[config.mk]
export PLATFORM = sky130hd
export DESIGN_NAME = ecaf_front
export DESIGN_NICKNAME = d
export VERILOG_FILES = /design/src/ecaf_sync.v /design/src/ecaf_front.v
export VERILOG_INCLUDE_DIRS = /design/src
export SDC_FILE = /design/constraint.sdc
export NUM_CORES = 1
export LEC_CHECK = 0
export BUFFER_PORTS_ARGS = -buffer_cell sky130_fd_sc_hd__buf_2
export CORE_ASPECT_RATIO = 2
export CORE_UTILIZATION = 47
export CTS_CLUSTER_DIAMETER = 150
export DETAILED_ROUTE_END_ITERATION = 10
export HOLD_SLACK_MARGIN = 0.06
export MAX_ROUTING_LAYER = met4
export PLACE_DENSITY = 0.72
export SYNTH_ARGS = -nofsm -noshare
export SYNTH_HDL_FRONTEND = slang
export SYNTH_HIERARCHICAL = 1
export SYNTH_SLANG_ARGS = --single-unit
[constraint.sdc]
create_clock -name clk -period 2.5 [get_ports clk]
set_clock_uncertainty 0.05 [all_clocks]
set_input_delay 0.125 -clock clk [delete_from_list [all_inputs] [get_ports clk]]
set_output_delay 0.125 -clock clk [all_outputs]
set_load 0.05 [all_outputs]
[src/ecaf_defs.vh]
// Constants for the two-wire client address front end.
// Assumes a 25 MHz system clock; included by the front end and the bench.
`ifndef ECAF_DEFS_VH
`define ECAF_DEFS_VH
// ==========================================================================
// Timing
`define ECAF_CLK_MHZ          25
`define ECAF_HOLDOFF_US       100
`define ECAF_HOLDOFF_CYC      (`ECAF_HOLDOFF_US * `ECAF_CLK_MHZ)
// ==========================================================================
// Address byte fields
`define ECAF_TYPE_MSB         7
`define ECAF_TYPE_LSB         4
`define ECAF_HW_MSB           3
`define ECAF_HW_LSB           1
`define ECAF_RW_BIT           0
`define ECAF_TYPE_ARRAY       4'hA
`define ECAF_TYPE_REGS        4'hB
`define ECAF_CODE_MFGID       7'h7C
// High-speed code: bits 7 to 3 are 00001, bits 2 to 0 are don't care
`define ECAF_CODE_HS_MSB      5'h01
// ==========================================================================
// Access region codes
`define ECAF_RGN_NONE         3'h0
`define ECAF_RGN_ARRAY        3'h1
`define ECAF_RGN_REGS         3'h2
`define ECAF_RGN_MFGID        3'h3
`define ECAF_RGN_HSMODE       3'h4
// ==========================================================================
// Organisation
`define ECAF_PAGES            512
`define ECAF_PAGE_BYTES       128
`define ECAF_PAGE_AW          9
`define ECAF_BYTE_AW          7
`define ECAF_SERIAL_BITS      128
`define ECAF_MFGID_BITS       24
`endif

[src/ecaf_sync.v]
// Two-stage synchroniser for one level from outside the clock domain.
// Assumes clk is the system clock; no reset on the chain.
`timescale 1ns/1ps
`default_nettype none
module ecaf_sync
(
  input  wire clk,
  input  wire d,
  output reg  q
);
  reg meta_q; // First stage, read only by the second
  // ========================================================================
  // Two flops in series
  always @(posedge clk)
  begin
    meta_q <= d;
    q      <= meta_q;
  end
endmodule
`default_nettype wire

[src/ecaf_front.v]
// Front end of a two-wire bus client memory: hold-off, start/stop
// detection, address byte capture and match, acknowledge and write gating.
// Assumes scl, sda and pins are asynchronous; bus clock well under clk/8.
// Overview of operation
// - Ignore bus until power-on hold-off ends
// - Match three strap pins against hardware bits
// - Protect low: array, security writes allowed
// - Protect high: block array, security, ID page writes; reads unaffected
// - Software protection mode ignores protect pin
// - Data changes only while clock low
// - Data edge with clock high: start/stop
// - Array is 512 pages of 128 bytes
// - Config register lock makes it read-only
// - Serial read-only; ID page lockable
// - Fixed 24-bit identity via reserved code
// - Address byte: seven-bit address, direction bit0
// - Bits 7-4 type, 3-1 hardware address
// - Accept reserved host code, alternate mode
// - Acknowledge only defined type identifiers
// - Direction one reads, zero writes
// - Mismatch: silent, back to standby
// - No acknowledge during self-timed write
`timescale 1ns/1ps
`default_nettype none
`include "ecaf_defs.vh"
module ecaf_front
#(
  parameter HOLDOFF_CYC = `ECAF_HOLDOFF_CYC // Power-on hold-off length
)
(
  input  wire        clk,
  input  wire        srst,
  input  wire        scl_i,           // Serial clock pin
  input  wire        sda_i,           // Serial data pin level
  output reg         sda_o,           // Serial data drive value (always 0)
  output reg         sda_oe,          // High while pulling data low
  input  wire        strap_addr_bit0, // Hardware address straps
  input  wire        strap_addr_bit1,
  input  wire        strap_addr_bit2,
  input  wire        wp_i,            // Write protect pin
  input  wire        sw_prot_mode,    // Enhanced software protection active
  input  wire        cfg_locked,      // Configuration register locked
  input  wire        id_page_locked,  // Security ID page locked
  input  wire        write_busy,      // Self-timed write running
  output reg         ready_q,         // Standby reached after hold-off
  output reg         selected_q,      // Address matched, transfer open
  output reg  [2:0]  region_q,        // Selected access region
  output reg         read_q,          // Direction bit of the address byte
  output reg         array_wr_ok_q,   // Array writes permitted
  output reg         sec_wr_ok_q,     // Security register writes permitted
  output reg         cfg_wr_ok_q,     // Configuration writes permitted
  output reg         idpg_wr_ok_q,    // ID page writes permitted
  output reg         start_q,         // One-cycle start pulse
  output reg         stop_q,          // One-cycle stop pulse
  output reg  [7:0]  addr_byte_q      // Last received address byte
);
  // ========================================================================
  // State codes, one-hot
  localparam [3:0] ST_IDLE = 4'b0001; // Standby, wait for start
  localparam [3:0] ST_ADDR = 4'b0010; // Shift address byte
  localparam [3:0] ST_ACK  = 4'b0100; // Acknowledge slot
  localparam [3:0] ST_DONE = 4'b1000; // Passed on or silent till start

  // Region decode of a complete address byte with straps
  function [2:0] decode_rgn;
    input [7:0] b;
    input [2:0] hw;
    begin
      decode_rgn = `ECAF_RGN_NONE;
      if (b[7:1] == `ECAF_CODE_MFGID)
        decode_rgn = `ECAF_RGN_MFGID;
      else if (b[7:3] == `ECAF_CODE_HS_MSB)
        decode_rgn = `ECAF_RGN_HSMODE;
      else if (b[`ECAF_HW_MSB:`ECAF_HW_LSB] != hw)
        decode_rgn = `ECAF_RGN_NONE;
      else if (b[`ECAF_TYPE_MSB:`ECAF_TYPE_LSB] == `ECAF_TYPE_ARRAY)
        decode_rgn = `ECAF_RGN_ARRAY;
      else if (b[`ECAF_TYPE_MSB:`ECAF_TYPE_LSB] == `ECAF_TYPE_REGS)
        decode_rgn = `ECAF_RGN_REGS;
    end
  endfunction

  // ========================================================================
  // Synchronised inputs
  wire scl_s;   // Clock pin after two flops
  wire sda_s;   // Data pin after two flops
  wire wp_s;    // Protect pin after two flops
  wire a0_s;
  wire a1_s;
  wire a2_s;
  ecaf_sync u_scl (.clk(clk), .d(scl_i),           .q(scl_s));
  ecaf_sync u_sda (.clk(clk), .d(sda_i),           .q(sda_s));
  ecaf_sync u_wp  (.clk(clk), .d(wp_i),            .q(wp_s));
  ecaf_sync u_a0  (.clk(clk), .d(strap_addr_bit0), .q(a0_s));
  ecaf_sync u_a1  (.clk(clk), .d(strap_addr_bit1), .q(a1_s));
  ecaf_sync u_a2  (.clk(clk), .d(strap_addr_bit2), .q(a2_s));

  reg        scl_d1_q;  // Previous clock sample
  reg        sda_d1_q;  // Previous data sample
  reg [12:0] hold_cnt_q; // Hold-off counter
  reg [3:0]  state_q;
  reg [3:0]  state_d;
  reg [2:0]  bit_cnt_q;  // Bits received in address byte
  reg [7:0]  shift_q;    // Address shifter
  reg        byte_full_q; // Eight address bits taken since the last start
  reg [2:0]  rgn_d;

  wire scl_rise = scl_s & ~scl_d1_q;
  wire scl_fall = ~scl_s & scl_d1_q;
  // Data edges while clock high are conditions, not bits
  wire start_ev = ready_q & scl_s & scl_d1_q & sda_d1_q & ~sda_s;
  wire stop_ev  = ready_q & scl_s & scl_d1_q & ~sda_d1_q & sda_s;

  // ========================================================================
  // Edge history
  always @(posedge clk)
  begin
    if (srst)
    begin
      scl_d1_q <= 1'b1;
      sda_d1_q <= 1'b1;
    end
    else
    begin
      scl_d1_q <= scl_s;
      sda_d1_q <= sda_s;
    end
  end

  // ========================================================================
  // Power-on hold-off; bus ignored until it expires
  always @(posedge clk)
  begin
    if (srst)
    begin
      hold_cnt_q <= 13'h0_000;
      ready_q    <= 1'b0;
    end
    else if (!ready_q)
    begin
      if (hold_cnt_q == HOLDOFF_CYC[12:0] - 13'h0_001)
        ready_q <= 1'b1;
      else
        hold_cnt_q <= hold_cnt_q + 13'h0_001;
    end
  end

  // ========================================================================
  // Next state
  always @*
  begin
    state_d = state_q;
    rgn_d   = decode_rgn(shift_q, {a2_s, a1_s, a0_s});
    if (!ready_q)
      state_d = ST_IDLE;
    else if (start_ev)
      state_d = ST_ADDR;
    else if (stop_ev)
      state_d = ST_IDLE;
    else
    begin
      case (state_q)
        ST_IDLE: state_d = ST_IDLE;
        ST_ADDR:
        begin
          // Eighth bit sampled: decide on the following clock fall
          if (scl_fall && byte_full_q)
            state_d = (rgn_d != `ECAF_RGN_NONE && !write_busy) ? ST_ACK
                                                               : ST_DONE;
        end
        ST_ACK:  if (scl_fall) state_d = ST_DONE;
        ST_DONE: state_d = ST_DONE;
        default: state_d = ST_IDLE;
      endcase
    end
  end

  // ========================================================================
  // State, shifter and address outputs
  always @(posedge clk)
  begin
    if (srst)
    begin
      state_q     <= ST_IDLE;
      bit_cnt_q   <= 3'h0;
      shift_q     <= 8'h00;
      addr_byte_q <= 8'h00;
      byte_full_q <= 1'b0;
      selected_q  <= 1'b0;
      region_q    <= `ECAF_RGN_NONE;
      read_q      <= 1'b0;
      start_q     <= 1'b0;
      stop_q      <= 1'b0;
    end
    else
    begin
      state_q <= state_d;
      start_q <= start_ev;
      stop_q  <= stop_ev;
      if (start_ev)
      begin
        bit_cnt_q   <= 3'h0;
        byte_full_q <= 1'b0;
        selected_q  <= 1'b0;
        region_q   <= `ECAF_RGN_NONE;
      end
      else if (stop_ev)
      begin
        selected_q <= 1'b0;
        region_q   <= `ECAF_RGN_NONE;
      end
      else if (state_q == ST_ADDR && scl_rise)
      begin
        // Bits are sampled on the rising clock, MSB first
        shift_q   <= {shift_q[6:0], sda_s};
        bit_cnt_q <= bit_cnt_q + 3'h1;
        if (bit_cnt_q == 3'h7)
        begin
          // Byte complete: the next clock fall opens the acknowledge slot
          addr_byte_q <= {shift_q[6:0], sda_s};
          byte_full_q <= 1'b1;
        end
      end
      if (state_q == ST_ADDR && state_d == ST_ACK)
      begin
        selected_q <= 1'b1;
        region_q   <= rgn_d;
        read_q     <= shift_q[`ECAF_RW_BIT];
      end
    end
  end

  // ========================================================================
  // Acknowledge drive: pull data low for the whole slot
  always @(posedge clk)
  begin
    if (srst)
    begin
      sda_o  <= 1'b0;
      sda_oe <= 1'b0;
    end
    else
    begin
      sda_o  <= 1'b0;
      sda_oe <= (state_d == ST_ACK) & ~write_busy;
    end
  end

  // ========================================================================
  // Write permission
  always @(posedge clk)
  begin
    if (srst)
    begin
      array_wr_ok_q <= 1'b0;
      sec_wr_ok_q   <= 1'b0;
      cfg_wr_ok_q   <= 1'b0;
      idpg_wr_ok_q  <= 1'b0;
    end
    else
    begin
      // Pin ignored under software protection; reads never gated
      array_wr_ok_q <= sw_prot_mode | ~wp_s;
      sec_wr_ok_q   <= sw_prot_mode | ~wp_s;
      cfg_wr_ok_q   <= ~cfg_locked;
      idpg_wr_ok_q  <= (sw_prot_mode | ~wp_s) & ~id_page_locked;
    end
  end
endmodule
`default_nettype wire

=== Yosys cells after proc, flatten, opt, wreduce, memory -nomap -nowiden ===
Cells that the tools add are included.

* Equality and inequality tests: 11
* Add/sub/neg operators: 2
* Reduce and logical (&&, ||, !) cells: 13
* Muxes and demuxes: 20
* Bitwise logic cells: 23

{| class="wikitable"
|+ Operators with widths
! kind !! count
|-
| $mux 4 || 6
|-
| $mux 3 || 5
|-
| $add 13x1->13 const B || 1
|-
| $eq 13x12->1 const B || 1
|-
| $eq 4x4->1 const B || 3
|-
| $not 1->1 || 12
|-
| $pmux 4 s3 || 1
|-
| $and 1x1->1 || 10
|-
| $eq 4x3->1 const B || 2
|-
| $eq 7x7->1 const B || 1
|-
| $mux 2 || 3
|-
| $reduce_and 3->1 || 2
|-
| $reduce_bool 3->1 || 2
|-
| $eq 5x1->1 const B || 1
|-
| $mux 1 || 5
|-
| $eq 4x2->1 const B || 1
|-
| $logic_and 1x1->1 || 4
|-
| $reduce_and 2->1 || 2
|-
| $reduce_and 4->1 || 1
|-
| $add 3x1->3 const B || 1
|-
| $eq 3x3->1 const B || 1
|-
| $ne 3x3->1 || 1
|-
| $reduce_or 2->1 || 1
|-
| $logic_not 1->1 || 1
|-
| $or 1x1->1 || 1
|}

* Word-level logic and storage cells: 99
* Register bits: 63
* Bits of input ports: 12

=== Logic depth before layout (Yosys ltp) ===
Gate-level depths: netlist (run 1).

* Depth in word-level cells: 17
* Mapped depth: 7

=== Hierarchy ===
Netlist (run 1), hierarchy kept.

{| class="wikitable"
|+ By module, submodules not included
! module !! instances !! area an instance (um2) !! cells each !! seq. area each (um2)
|-
| ecaf_front || 1 || 2154.6 || 232 || 1021.0
|-
| ecaf_sync || 6 || 40.0 || 2 || 40.0
|}

=== Worst setup path before layout (run 1) ===
Ideal clock, no wire load.

* Kind: register to register
* Start point: register shift_q[3] (netlist: decode_rgn.b[3])
* End point: register region_q[2]
* Stages on the path, launching flop included: 6
* Library setup time: 121 ps
* Period minus slack after synthesis: 1990 ps
* Path slack: 510 ps
* Arrival time: 1819 ps
* Path buffers: 0
* Path through: dfxtp_1 nand2_2 or4_4 a311o_1 a21o_1 mux2_4

* Word-level cells in the longest chain between the ends: 15
* Elaborated cells between the ends (all ways): 18
* Classes of those cells: eq/ne (4); mux (10); reduce/logical (4)

{| class="wikitable"
|+ RTL lines
! item !! line !! RTL
|-
| start, declared || ecaf_front.v:104 || <nowiki>reg [7:0] shift_q;</nowiki>
|-
| start signal, assigned || ecaf_front.v:215 || <nowiki>shift_q <= {shift_q[6:0], sda_s};</nowiki>
|-
| $ne 3x3->1 || ecaf_front.v:74 || <nowiki>else if (b[`ECAF_HW_MSB:`ECAF_HW_LSB] != hw)</nowiki>
|-
| $mux 2 || ecaf_front.v:74 ||
|-
| $mux 3 || ecaf_front.v:72 || <nowiki>else if (b[7:3] == `ECAF_CODE_HS_MSB)</nowiki>
|-
| $mux 3 (*) || ecaf_front.v:70 || <nowiki>if (b[7:1] == `ECAF_CODE_MFGID)</nowiki>
|-
| $reduce_bool 3->1 (no line) || n/a ||
|-
| $logic_and 1x1->1 || ecaf_front.v:168 || <nowiki>state_d = (rgn_d != `ECAF_RGN_NONE && !write_busy) ? ST_ACK</nowiki>
|-
| $mux 4 || ecaf_front.v:168 ||
|-
| $mux 4 || ecaf_front.v:167 || <nowiki>if (scl_fall && byte_full_q)</nowiki>
|-
| $pmux 4 s3 || ecaf_front.v:162 || <nowiki>case (state_q)</nowiki>
|-
| $mux 4 || ecaf_front.v:158 || <nowiki>else if (stop_ev)</nowiki>
|-
| $mux 4 || ecaf_front.v:156 || <nowiki>else if (start_ev)</nowiki>
|-
| $mux 4 || ecaf_front.v:154 || <nowiki>if (!ready_q)</nowiki>
|-
| $eq 4x3->1 || ecaf_front.v:224 || <nowiki>if (state_q == ST_ADDR && state_d == ST_ACK)</nowiki>
|-
| $logic_and 1x1->1 || ecaf_front.v:224 ||
|-
| $reduce_bool 3->1 (no line) / $mux 3 (equally long branches) || n/a ||
|-
| end signal, assigned || ecaf_front.v:190 || <nowiki>region_q <= `ECAF_RGN_NONE;</nowiki>
|-
| end signal, assigned || ecaf_front.v:210 || <nowiki>region_q <= `ECAF_RGN_NONE;</nowiki>
|-
| end signal, assigned || ecaf_front.v:227 || <nowiki>region_q <= rgn_d;</nowiki>
|-
| end, declared || ecaf_front.v:47 || <nowiki>output reg [2:0] region_q,</nowiki>
|}

Every way passes the cells marked *; elsewhere a longest branch is shown, timed or not.
A chain may end at the register's enable or synchronous reset.

=== Worst setup path in the final report (run 1) ===
Same ends and word-level chain as after synthesis.

==> results.tsv, run 1 <==
stage	metric	value	unit
routing	Vias	1831	
critical_path	Worst Path Class, Setup	reg2reg	
yosys	Top FF cell, synth	dfxtp_1	
routing	Post-Route WL	4860	µm
routing	number of routed nets with antenna violations	0	
yosys	Mean Syn Cell Area	9.81	µm²
yosys	post-synthesis sequential area ratio	52.7	%
critical_path	critical path arrival	2270	ps
global_route	pin count of the biggest net entering global routing	45	
critical_path	CP Max Fanout	6	
critical_path	crit end category	flip-flop	
place	Detailed Place HPWL	3490	µm
critical_path	R2R Setup Slk	410	ps
clock_network	setup bufs post-CTS	0	
yosys	Yosys reg bits	63	
global_route	GRT Overall Usage	20.5	%
die	Die W	52.5	µm
critical_path	worst flop-to-flop path startpoint	decode_rgn.b[3]	
global_route	initial antenna violation count	0	
die	Top Ports	34	
finish	ANT cells	0	
finish	area of the multi-input gates	1070	µm²
routing	via density per instance	5.20	
critical_path	CP startpoint kind	flip-flop	
hold_path	hold depth	0	
sta	Worst slew margin	50.7	%
die	Die Y	103	µm
yosys	Post-synth EDFFs	0	
finish	fillers	440	
finish	fraction of layout cells with a size suffix above 1	19.7	%
die	row cnt	36	
critical_path	crit path buf inv count	0	
sta	Setup TNS	0	ps
yosys	unique cell type count in the Yosys netlist	45	
critical_path	Critical Path RT	2680	ps
sta	final setup vio count	0	
sta	Period minus WS final	2090	ps
clock_network	H-tree depth	3	
sta	RSZ-0062 raised after global routing	false	
critical_path	R2R depth	5	
routing	post-route DRC violation count	0	
yosys	Synth async-reset ratio	0	%
yosys	Post-Syn Area	2390	µm²
global_route	Overflow after GRT	0	
clock_network	Sink Count	63	
pwr	total power	1.97	mW
outcome	status	complete, no violations	
flow_run	Max-cap violations	0	
hold_path	Min-Delay Endpoint	u_sda/q	
finish	area grow syn2layout	21.1	%
sta	Hold Vio Cnt, Final	0	
pwr	leakage	1.28	nW
die	die area	5400	µm²
routing	number of iterations in the first detailed-routing pass	4	
clock_network	CTS clk-pin slew, worst paths	70	ps
finish	Final Util	59.6	%
clock_network	CTS Buffer Depth	2	
sta	crit share post-route	83.5	%
pwr	Power Density	678	nW/µm²
clock_network	clock root cell	clkbuf_8	
hold_path	class of the worst hold path	reg2reg	
critical_path	CP top delay family	compound AO/OA/AOI/OAI gates	
critical_path	Worst path max stage delay	490	ps
routing	initial DRC count	33	
clock_network	clk_lat worst skew	330	ps
critical_path	slowest CP cell	or4_4	
critical_path	reg2reg end	region_q[2]	
clock_network	Num CTS Buffers	9	
clock_network	CTS tree	yes	
place	Area after DPL	2600	µm²
global_route	number of global-route vias before repair	1706	
routing	Avg WL per Cell	13.8	µm
sta	Slew Limit Fails	0	
place	port buffer count	32	
finish	NumNets Final	305	
die	Starting Density	49.2	%
critical_path	crit path cell chain	nand2_2 -> or4_4 -> a311o_1 -> a21o_1 -> mux2_4	
sta	Peak Freq	479	MHz
global_route	first-pass GRT wire length	7420	µm
yosys	Ys Warns	6	
hold_path	Hold Crit Start	u_sda/meta_q	
yosys	synthesized net count	259	
pwr	worst IR drop on VDD	549	µV
yosys	Cells after Synth	244	
finish	register area	1260	µm²
sta	worst-margin pin slew	738	ps
place	Placer Congestion	0.829	
die	CORE AREA	4860	µm²
finish	design area	2900	µm²
-- worst max-delay path by stage --
stage | to | depth (start not counted) | slack, ps | start
after CTS | region_q[2] | 5 | 410 | decode_rgn.b[3]
after detailed placement | region_q[2] | 5 | 410 | decode_rgn.b[3]
after global placement | region_q[2] | 5 | 450 | decode_rgn.b[3]
after global routing | region_q[1] | 5 | 300 | decode_rgn.b[3]
after floorplan | region_q[2] | 5 | 510 | decode_rgn.b[3]
final | region_q[2] | 5 | 410 | decode_rgn.b[3]
-- power breakdown --
part | switching (mW) | total, mW | internal (mW)
registers | 0.0129 | 1.04 | 1.02
clock network | 0.394 | 0.853 | 0.459
logic | 0.0445 | 0.0779 | 0.0333
-- cells in the final DEF (no fill, tap or decap), drive strengths merged, types with 4 or more instances in the layout --
| cell type | instances |
|---|---|
| clkinvlp | 4 |
| nor2 | 45 |
| nand4 | 4 |
| nand2 | 13 |
| nand3 | 7 |
| mux2i | 18 |
| inv | 4 |
| buf | 35 |
| dlygate4sd3 | 10 |
| dfxtp | 63 |
| xor2 | 10 |
| clkbuf | 9 |
| a21oi | 9 |
| nor2b | 6 |
| xnor2 | 8 |
-- per-stage QoR --
| step | setup WS, ps | instances | hold slack, ps |
|---|---|---|---|
| final | 412 | 352 | 276 |
| after detailed placement | 412 | 326 | 179 |
| after global routing | 301 | 352 | 286 |
| after global placement | 450 | 326 | 178 |
| after CTS | 409 | 352 | 276 |
| after floorplan | 510 | 244 | 103 |
-- logic make-up after synthesis --
group / Yosys count / share of synthesized area (%)
DFF: 63 / 52.7
AOI/OAI and AO/OA: 26 / 7.21
adders and majority gates: 3 / 1.57
muxes: 19 / 8.15
xor gates and xnor gates: 18 / 6.58
and+or+nand+nor: 100 / 21.1
other: 1 / 0.157
buffers and inverters: 14 / 2.61
-- layout make-up --
| cell class | instances | share of cell area [%] |
|---|---|---|
| Inverter | 4 | 0.518 |
| Sequential cell | 63 | 43.5 |
| Tap cell | 57 | 2.46 |
| Clock buffer | 9 | 4.27 |
| Clock inverter | 7 | 2.55 |
| Timing Repair Buffer | 45 | 9.75 |
| Multi-Input combinational cell | 167 | 36.9 |
-- routing by layer --
layer | track usage (%) | vias to the layer above | wire length (µm)
li1 | - | 927 | -
met1 | 16.6 | 865 | 1730
met2 | 37.4 | 25 | 2850
met3 | 5.75 | 14 | 106
met4 | 14.0 | 0 | 174
met5 | - | - | 0
-- state kept, by name, summed over array words and instances, names as in the netlist, 3 cells and up --
signal,flops
addr_byte_q,8
bit_cnt_q,3
decode_rgn.b,8
hold_cnt_q,13
region_q,3
state_q,4
-- worst register-to-register path: stages (launching register included) --
cell and delay [ps]:
dfxtp_1 440, nand2_2 80, or4_4 490, a311o_1 360
a21o_1 260, mux2_4 310
-- cells in the mapped netlist, types with 2 or more instances --
cell type	instances	area (µm²)
a2111oi_0	2	17.5
a211oi_1	3	22.5
a21oi_1	9	45.0
and3_1	2	12.5
and3b_1	2	17.5
buf_1	2	7.51
buf_2	2	10.0
buf_4	2	15.0
clkbuf_1	4	15.0
dfxtp_1	63	1260
ha_1	3	37.5
inv_1	4	15.0
mux2i_1	18	180
nand2_1	12	45.0
nand2b_1	3	18.8
nand3_1	7	35.0
nand3b_1	3	22.5
nand4_1	4	25.0
nand4b_1	2	17.5
nor2_1	45	169
nor2b_1	6	37.5
nor3_1	2	10.0
nor4_1	2	12.5
nor4b_1	2	17.5
o21ai_0	3	15.0
or2_2	2	12.5
xnor2_1	8	70.1
xor2_1	10	87.6
-- timing repair --
item,CTS,global route
hold endpoints to repair,10,0
hold buffers,10,0
resized for setup,0,0
Note: power is estimated with default switching activity, not from simulation.
==> run 2: changes to the inputs <==
==> constraint.sdc (replaced) <==
create_clock -name clk -period 2.05 [get_ports clk]
set_clock_uncertainty 0.05 [all_clocks]
set_input_delay 0.1025 -clock clk [delete_from_list [all_inputs] [get_ports clk]]
set_output_delay 0.1025 -clock clk [all_outputs]
set_load 0.05 [all_outputs]
==> run 2 against run 1 <==
Via count grew 4.9%. Global-route usage grew 1.4 points. Worst setup slack lost 390 ps. Flip-flop and latch count is the same. Highest routed layer unchanged.
==> results.tsv, run 2 (synthesis results as in run 1) <==
stage	metric	value	unit
critical_path	reg2reg end	region_q[2]	
finish	most common cell after layout, fill and taps aside	dfxtp_1	
clock_network	CTS Buffer Depth	2	
routing	Vias	1921	
critical_path	worst flop-to-flop path startpoint	decode_rgn.b[5]	
hold_path	hold depth	2	
place	Placer Congestion	0.882	
sta	Slew Limit Fails	0	
critical_path	Critical Path RT	2240	ps
critical_path	crit path buf inv count	1	
pwr	Power Density	772	nW/µm²
place	Detailed Place HPWL	3630	µm
routing	number of iterations in the first detailed-routing pass	4	
sta	worst-margin pin slew	511	ps
finish	Final Util	62.2	%
finish	NumNets Final	317	
global_route	Overflow after GRT	0	
pwr	worst IR drop on VDD	660	µV
sta	Period minus WS final	2030	ps
global_route	first-pass GRT wire length	8150	µm
die	CORE AREA	4860	µm²
place	pre-CTS setup slack	14.1	ps
sta	worst setup margin	24.5	ps
die	Starting Density	49.2	%
critical_path	CP top delay family	compound AO/OA/AOI/OAI gates	
finish	fraction of layout cells with a size suffix above 1	25.7	%
hold_path	Min-Delay Endpoint	decode_rgn.b[6]	
die	row cnt	36	
critical_path	slowest CP cell	a311o_1	
hold_path	class of the worst hold path	in2reg	
clock_network	clk_lat worst skew	340	ps
sta	final setup vio count	0	
finish	ANT cells	0	
global_route	number of global-route vias before repair	1854	
routing	via density per instance	5.28	
place	port buffer count	32	
critical_path	Worst Path Class, Setup	reg2reg	
finish	max reg flops	13	
global_route	M3 GR Usage	6.93	%
pwr	leakage	1.36	nW
critical_path	CP Max Fanout	5	
routing	Avg WL per Cell	14.5	µm
clock_network	CTS tree	yes	
finish	commonest non-fill, non-tap cells in the layout	dfxtp_1 (57), nor2_1 (45), buf_2 (32), mux2i_1 (18), buf_4 (15)	
global_route	GR Util met2	40.2	%
critical_path	crit end category	flip-flop	
global_route	pin count of the biggest net entering global routing	24	
die	Die W	52.5	µm
critical_path	Worst path max stage delay	380	ps
critical_path	CP startpoint kind	flip-flop	
clock_network	Sink Count	63	
sta	Hold Vio Cnt, Final	0	
die	Top Ports	34	
outcome	status	complete, no violations	
global_route	GRT Overall Usage	21.9	%
sta	Setup TNS	0	ps
global_route	met1 Use GR	18.5	%
hold_path	Hold Crit Start	srst	
global_route	initial antenna violation count	0	
routing	initial DRC count	26	
sta	Worst slew margin	65.5	%
finish	area grow syn2layout	26.3	%
global_route	GR peak layer	met2	
sta	RSZ-0062 raised after global routing	true	
critical_path	R2R Setup Slk	20	ps
critical_path	critical path arrival	2210	ps
place	placed insts	336	
routing	post-route DRC violation count	0	
clock_network	Num CTS Buffers	9	
finish	Reg with most FFs	hold_cnt_q	
finish	post-route insts no fill	364	
critical_path	crit path cell chain	buf_4 -> nor4_2 -> nand2_1 -> a311o_1 -> a21o_1 -> mux2_4	
clock_network	CTS clk-pin slew, worst paths	70	ps
die	Die Y	103	µm
flow_run	Max-cap violations	0	
clock_network	clock root cell	clkbuf_8	
routing	Post-Route WL	5280	µm
sta	Peak Freq	494	MHz
sta	crit share post-route	98.8	%
critical_path	R2R depth	6	
die	die area	5400	µm²
routing	number of routed nets with antenna violations	0	
clock_network	H-tree depth	3	
[run 2: metal layers]
layer / vias up / share of wire (%)
li1: 952 / -
met1: 918 / 36
met2: 32 / 57
met3: 19 / 3.0
met4: 0 / 4.0
met5: - / 0
[run 2: worst max-delay path by stage]
stage	startpoint	end	slack, ps	cells past startpoint
after CTS	decode_rgn.b[6]	region_q[2]	10	5
after detailed placement	decode_rgn.b[6]	region_q[2]	10	5
after global routing	decode_rgn.b[5]	region_q[2]	-80	6
final	decode_rgn.b[5]	region_q[2]	20	6
after floorplan	decode_rgn.b[3]	region_q[2]	60	5
after global placement	decode_rgn.b[5]	region_q[2]	40	5
[run 2: timing repair]
action | in CTS | in global routing
resized for setup | 0 | 17
hold buffers | 10 | 0
endpoints found under the hold margin | 10 | 0
setup endpoints to repair | 0 | 4
setup buffers | 0 | 2
[run 2: metrics by stage]
stage | hold WS [ps] | total power, mW | area, µm²
final | 130 | 2.33 | 3020
after detailed placement | 157 | 1.37 | 2680
after global placement | 154 | 1.37 | 2680
after CTS | 120 | 2.36 | 2960
after floorplan | 80.2 | 1.35 | 2390
after global routing | 141 | 2.41 | 3020
[run 2: report_power, final]
part	switching [mW]	total [mW]	leakage, nW	internal [mW]
sequential	0.0143	1.26	0.518	1.24
clock	0.472	0.978	0.0926	0.506
combinational	0.0553	0.0986	0.747	0.0433
total	0.542	2.33	1.36	1.79
[run 2: layout make-up]
cell class / count / area [µm²]
multi-input combinational: 167 / 1100
sequential: 63 / 1280
timing repair buffer: 57 / 373
tap: 57 / 71.3
clock buffer: 12 / 155
fill: 437 / 1840
clock inverter: 4 / 30.0
inverter: 4 / 15.0
[run 2: worst register-to-register path: cells and delay by family (launching register included)]
kind / cells / cell delay, ps
AOI/OAI and AO/OA: 2 / 620
buffers and inverters: 1 / 140
DFF: 1 / 360
muxes: 1 / 310
and+or+nand+nor: 2 / 450
==> run 3: changes to the inputs <==
--- a/config.mk
+++ b/config.mk
@@ -8,12 +8,13 @@
 export LEC_CHECK = 0
 export BUFFER_PORTS_ARGS = -buffer_cell sky130_fd_sc_hd__buf_2
 export CORE_ASPECT_RATIO = 2
-export CORE_UTILIZATION = 47
+export CORE_UTILIZATION = 40
+export CTS_BUF_LIST = sky130_fd_sc_hd__clkbuf_16
 export CTS_CLUSTER_DIAMETER = 150
 export DETAILED_ROUTE_END_ITERATION = 10
 export HOLD_SLACK_MARGIN = 0.06
 export MAX_ROUTING_LAYER = met4
-export PLACE_DENSITY = 0.72
+export PLACE_DENSITY = 0.63
 export SYNTH_ARGS = -nofsm -noshare
 export SYNTH_HDL_FRONTEND = slang
 export SYNTH_HIERARCHICAL = 1
==> run 3 against run 2 <==
The flow now finishes with violations (DRC). First-iteration DRC count is 23% higher. Final area is 1.1% higher. Sequential power about the same. Routed wire length fell by 7.1%. Non-clock buffer count up 1. Worst hold slack better by 140 ps. Critical path depth shrank 1. Clock power rose by 28%. Core utilization fell by 9.1 points. Worst setup slack improved by 62 ps.
==> results.tsv, run 3 (synthesis results as in run 1) <==
stage	metric	value	unit
die	Die W	56.7	µm
global_route	Overflow after GRT	0	
critical_path	Worst Path Class, Setup	reg2reg	
place	Area after DPL	2700	µm²
sta	final setup vio count	0	
critical_path	crit path from	decode_rgn.b[7]	
finish	NumNets Final	318	
flow_run	Max-cap violations	0	
critical_path	worst flop-to-flop path startpoint	decode_rgn.b[7]	
hold_path	Min-Delay Endpoint	u_a1/q	
finish	fraction of layout cells with a size suffix above 1	21.6	%
sta	worst-margin pin slew	539	ps
sta	hold slack	272	ps
finish	max reg flops	13	
finish	commonest non-fill, non-tap cells in the layout	dfxtp_1 (61), nor2_1 (45), buf_2 (32), mux2i_1 (18), buf_4 (15)	
die	row cnt	39	
global_route	first-pass GRT wire length	7960	µm
hold_path	class of the worst hold path	reg2reg	
finish	Final Util	53.1	%
die	Starting Density	41.6	%
routing	Post-Route WL	4900	µm
die	die area	6320	µm²
die	CORE AREA	5760	µm²
place	Detailed Place HPWL	3480	µm
sta	RSZ-0062 raised after global routing	false	
sta	Hold Vio Cnt, Final	0	
sta	worst setup margin	86.6	ps
pwr	leakage	1.39	nW
finish	Reg with most FFs	hold_cnt_q	
routing	number of iterations in the first detailed-routing pass	6	
global_route	number of global-route vias before repair	1847	
routing	initial DRC count	32	
outcome	status	complete, but fails checks	
sta	Peak Freq	509	MHz
die	Top Ports	34	
finish	post-route insts no fill	367	
place	Placer Congestion	0.779	
sta	Slew Limit Fails	0	
routing	number of routed nets with antenna violations	0	
finish	most common cell after layout, fill and taps aside	dfxtp_1	
place	port buffer count	32	
routing	via density per instance	5.10	
pwr	total power	2.61	mW
clock_network	setup bufs post-CTS	0	
pwr	worst IR drop on VDD	599	µV
critical_path	R2R Setup Slk	90	ps
critical_path	critical path arrival	2120	ps
critical_path	Critical Path RT	2200	ps
critical_path	crit end category	flip-flop	
critical_path	CP Max Fanout	4	
outcome	violated checks	DRC	
critical_path	CP startpoint kind	flip-flop	
routing	post-route DRC violation count	9	
global_route	initial antenna violation count	0	
sta	crit share post-route	95.8	%
clock_network	CTS tree	yes	
sta	Setup TNS	0	ps
routing	Vias	1873	
pwr	Power Density	855	nW/µm²
finish	register area	1260	µm²
clock_network	Sink Count	63	
clock_network	CTS Buffer Depth	2	
critical_path	R2R depth	5	
place	pre-CTS setup slack	14.2	ps
clock_network	Num CTS Buffers	9	
global_route	pin count of the biggest net entering global routing	36	
global_route	GRT Overall Usage	17.2	%
sta	Period minus WS final	1960	ps
finish	design area	3060	µm²
sta	Worst slew margin	63.6	%
clock_network	clock root cell	clkbuf_16	
hold_path	hold depth	0	
finish	area grow syn2layout	27.7	%
clock_network	CTS clk-pin slew, worst paths	50	ps
clock_network	H-tree depth	3	
finish	fillers	550	
hold_path	Hold Crit Start	u_a1/meta_q	
critical_path	reg2reg end	region_q[2]	
finish	ANT cells	0	
finish	area of the multi-input gates	1070	µm²
clock_network	clk_lat worst skew	320	ps
place	placed insts	342	
routing	Avg WL per Cell	13.3	µm
die	Die Y	111	µm
[run 3: changes by cell type in the layout (fill, tap and decap cells not counted), moves of 2 or more]
cell / change
clkinv_1: +2
inv_1: +2
dfxtp_1: +4
clkbuf_16: +9
dfxtp_4: -3
clkbuf_8: -11
clkinv_4: -2
a2111oi_0: +2
[run 3: worst max path at each step]
stage                  end  slack [ps]
4_1_cts        region_q[2]          20
3_5_place_dp   region_q[2]          10
5_1_grt        region_q[1]           9
3_3_place_gp   region_q[2]          50
6_report       region_q[2]          90
2_1_floorplan  region_q[2]          60
[run 3: layout make-up]
cell class | count | share of cell area, %
Tap cell | 61 | 2.50
Clock buffer | 9 | 7.36
Inverter | 4 | 0.491
Multi-Input combinational cell | 167 | 35.1
Sequential cell | 63 | 41.3
Clock inverter | 5 | 0.655
Timing Repair Buffer | 58 | 12.5
[run 3: report_power, final]
group	switching [mW]	internal (mW)
logic	0.0558	0.0442
registers	0.0130	1.25
clock network	0.470	0.781
total	0.539	2.08
[run 3: critical path: stages (launching register included)]
cell	delay, ps
dfxtp_1	350
nand3_1	110
or4_4	430
a311o_1	360
a21o_1	230
mux2_4	310
[run 3: per-layer routing]
layer  global-route usage, %  share of wire (%)  vias to the layer above
met3                    4.99                3.0                       15
met5                       -                  0                        -
met1                    15.1                 38                      872
met4                    10.8                3.8                        0
met2                    30.7                 56                       30
li1                        -                  -                      956
[run 3: repair_timing]
action / CTS / global route
hold buffers: 11 / 0
hold endpoints to repair: 14 / 0
endpoints found under the setup margin: 1 / 3
pin swaps: 0 / 1
gates resized for setup: 1 / 2
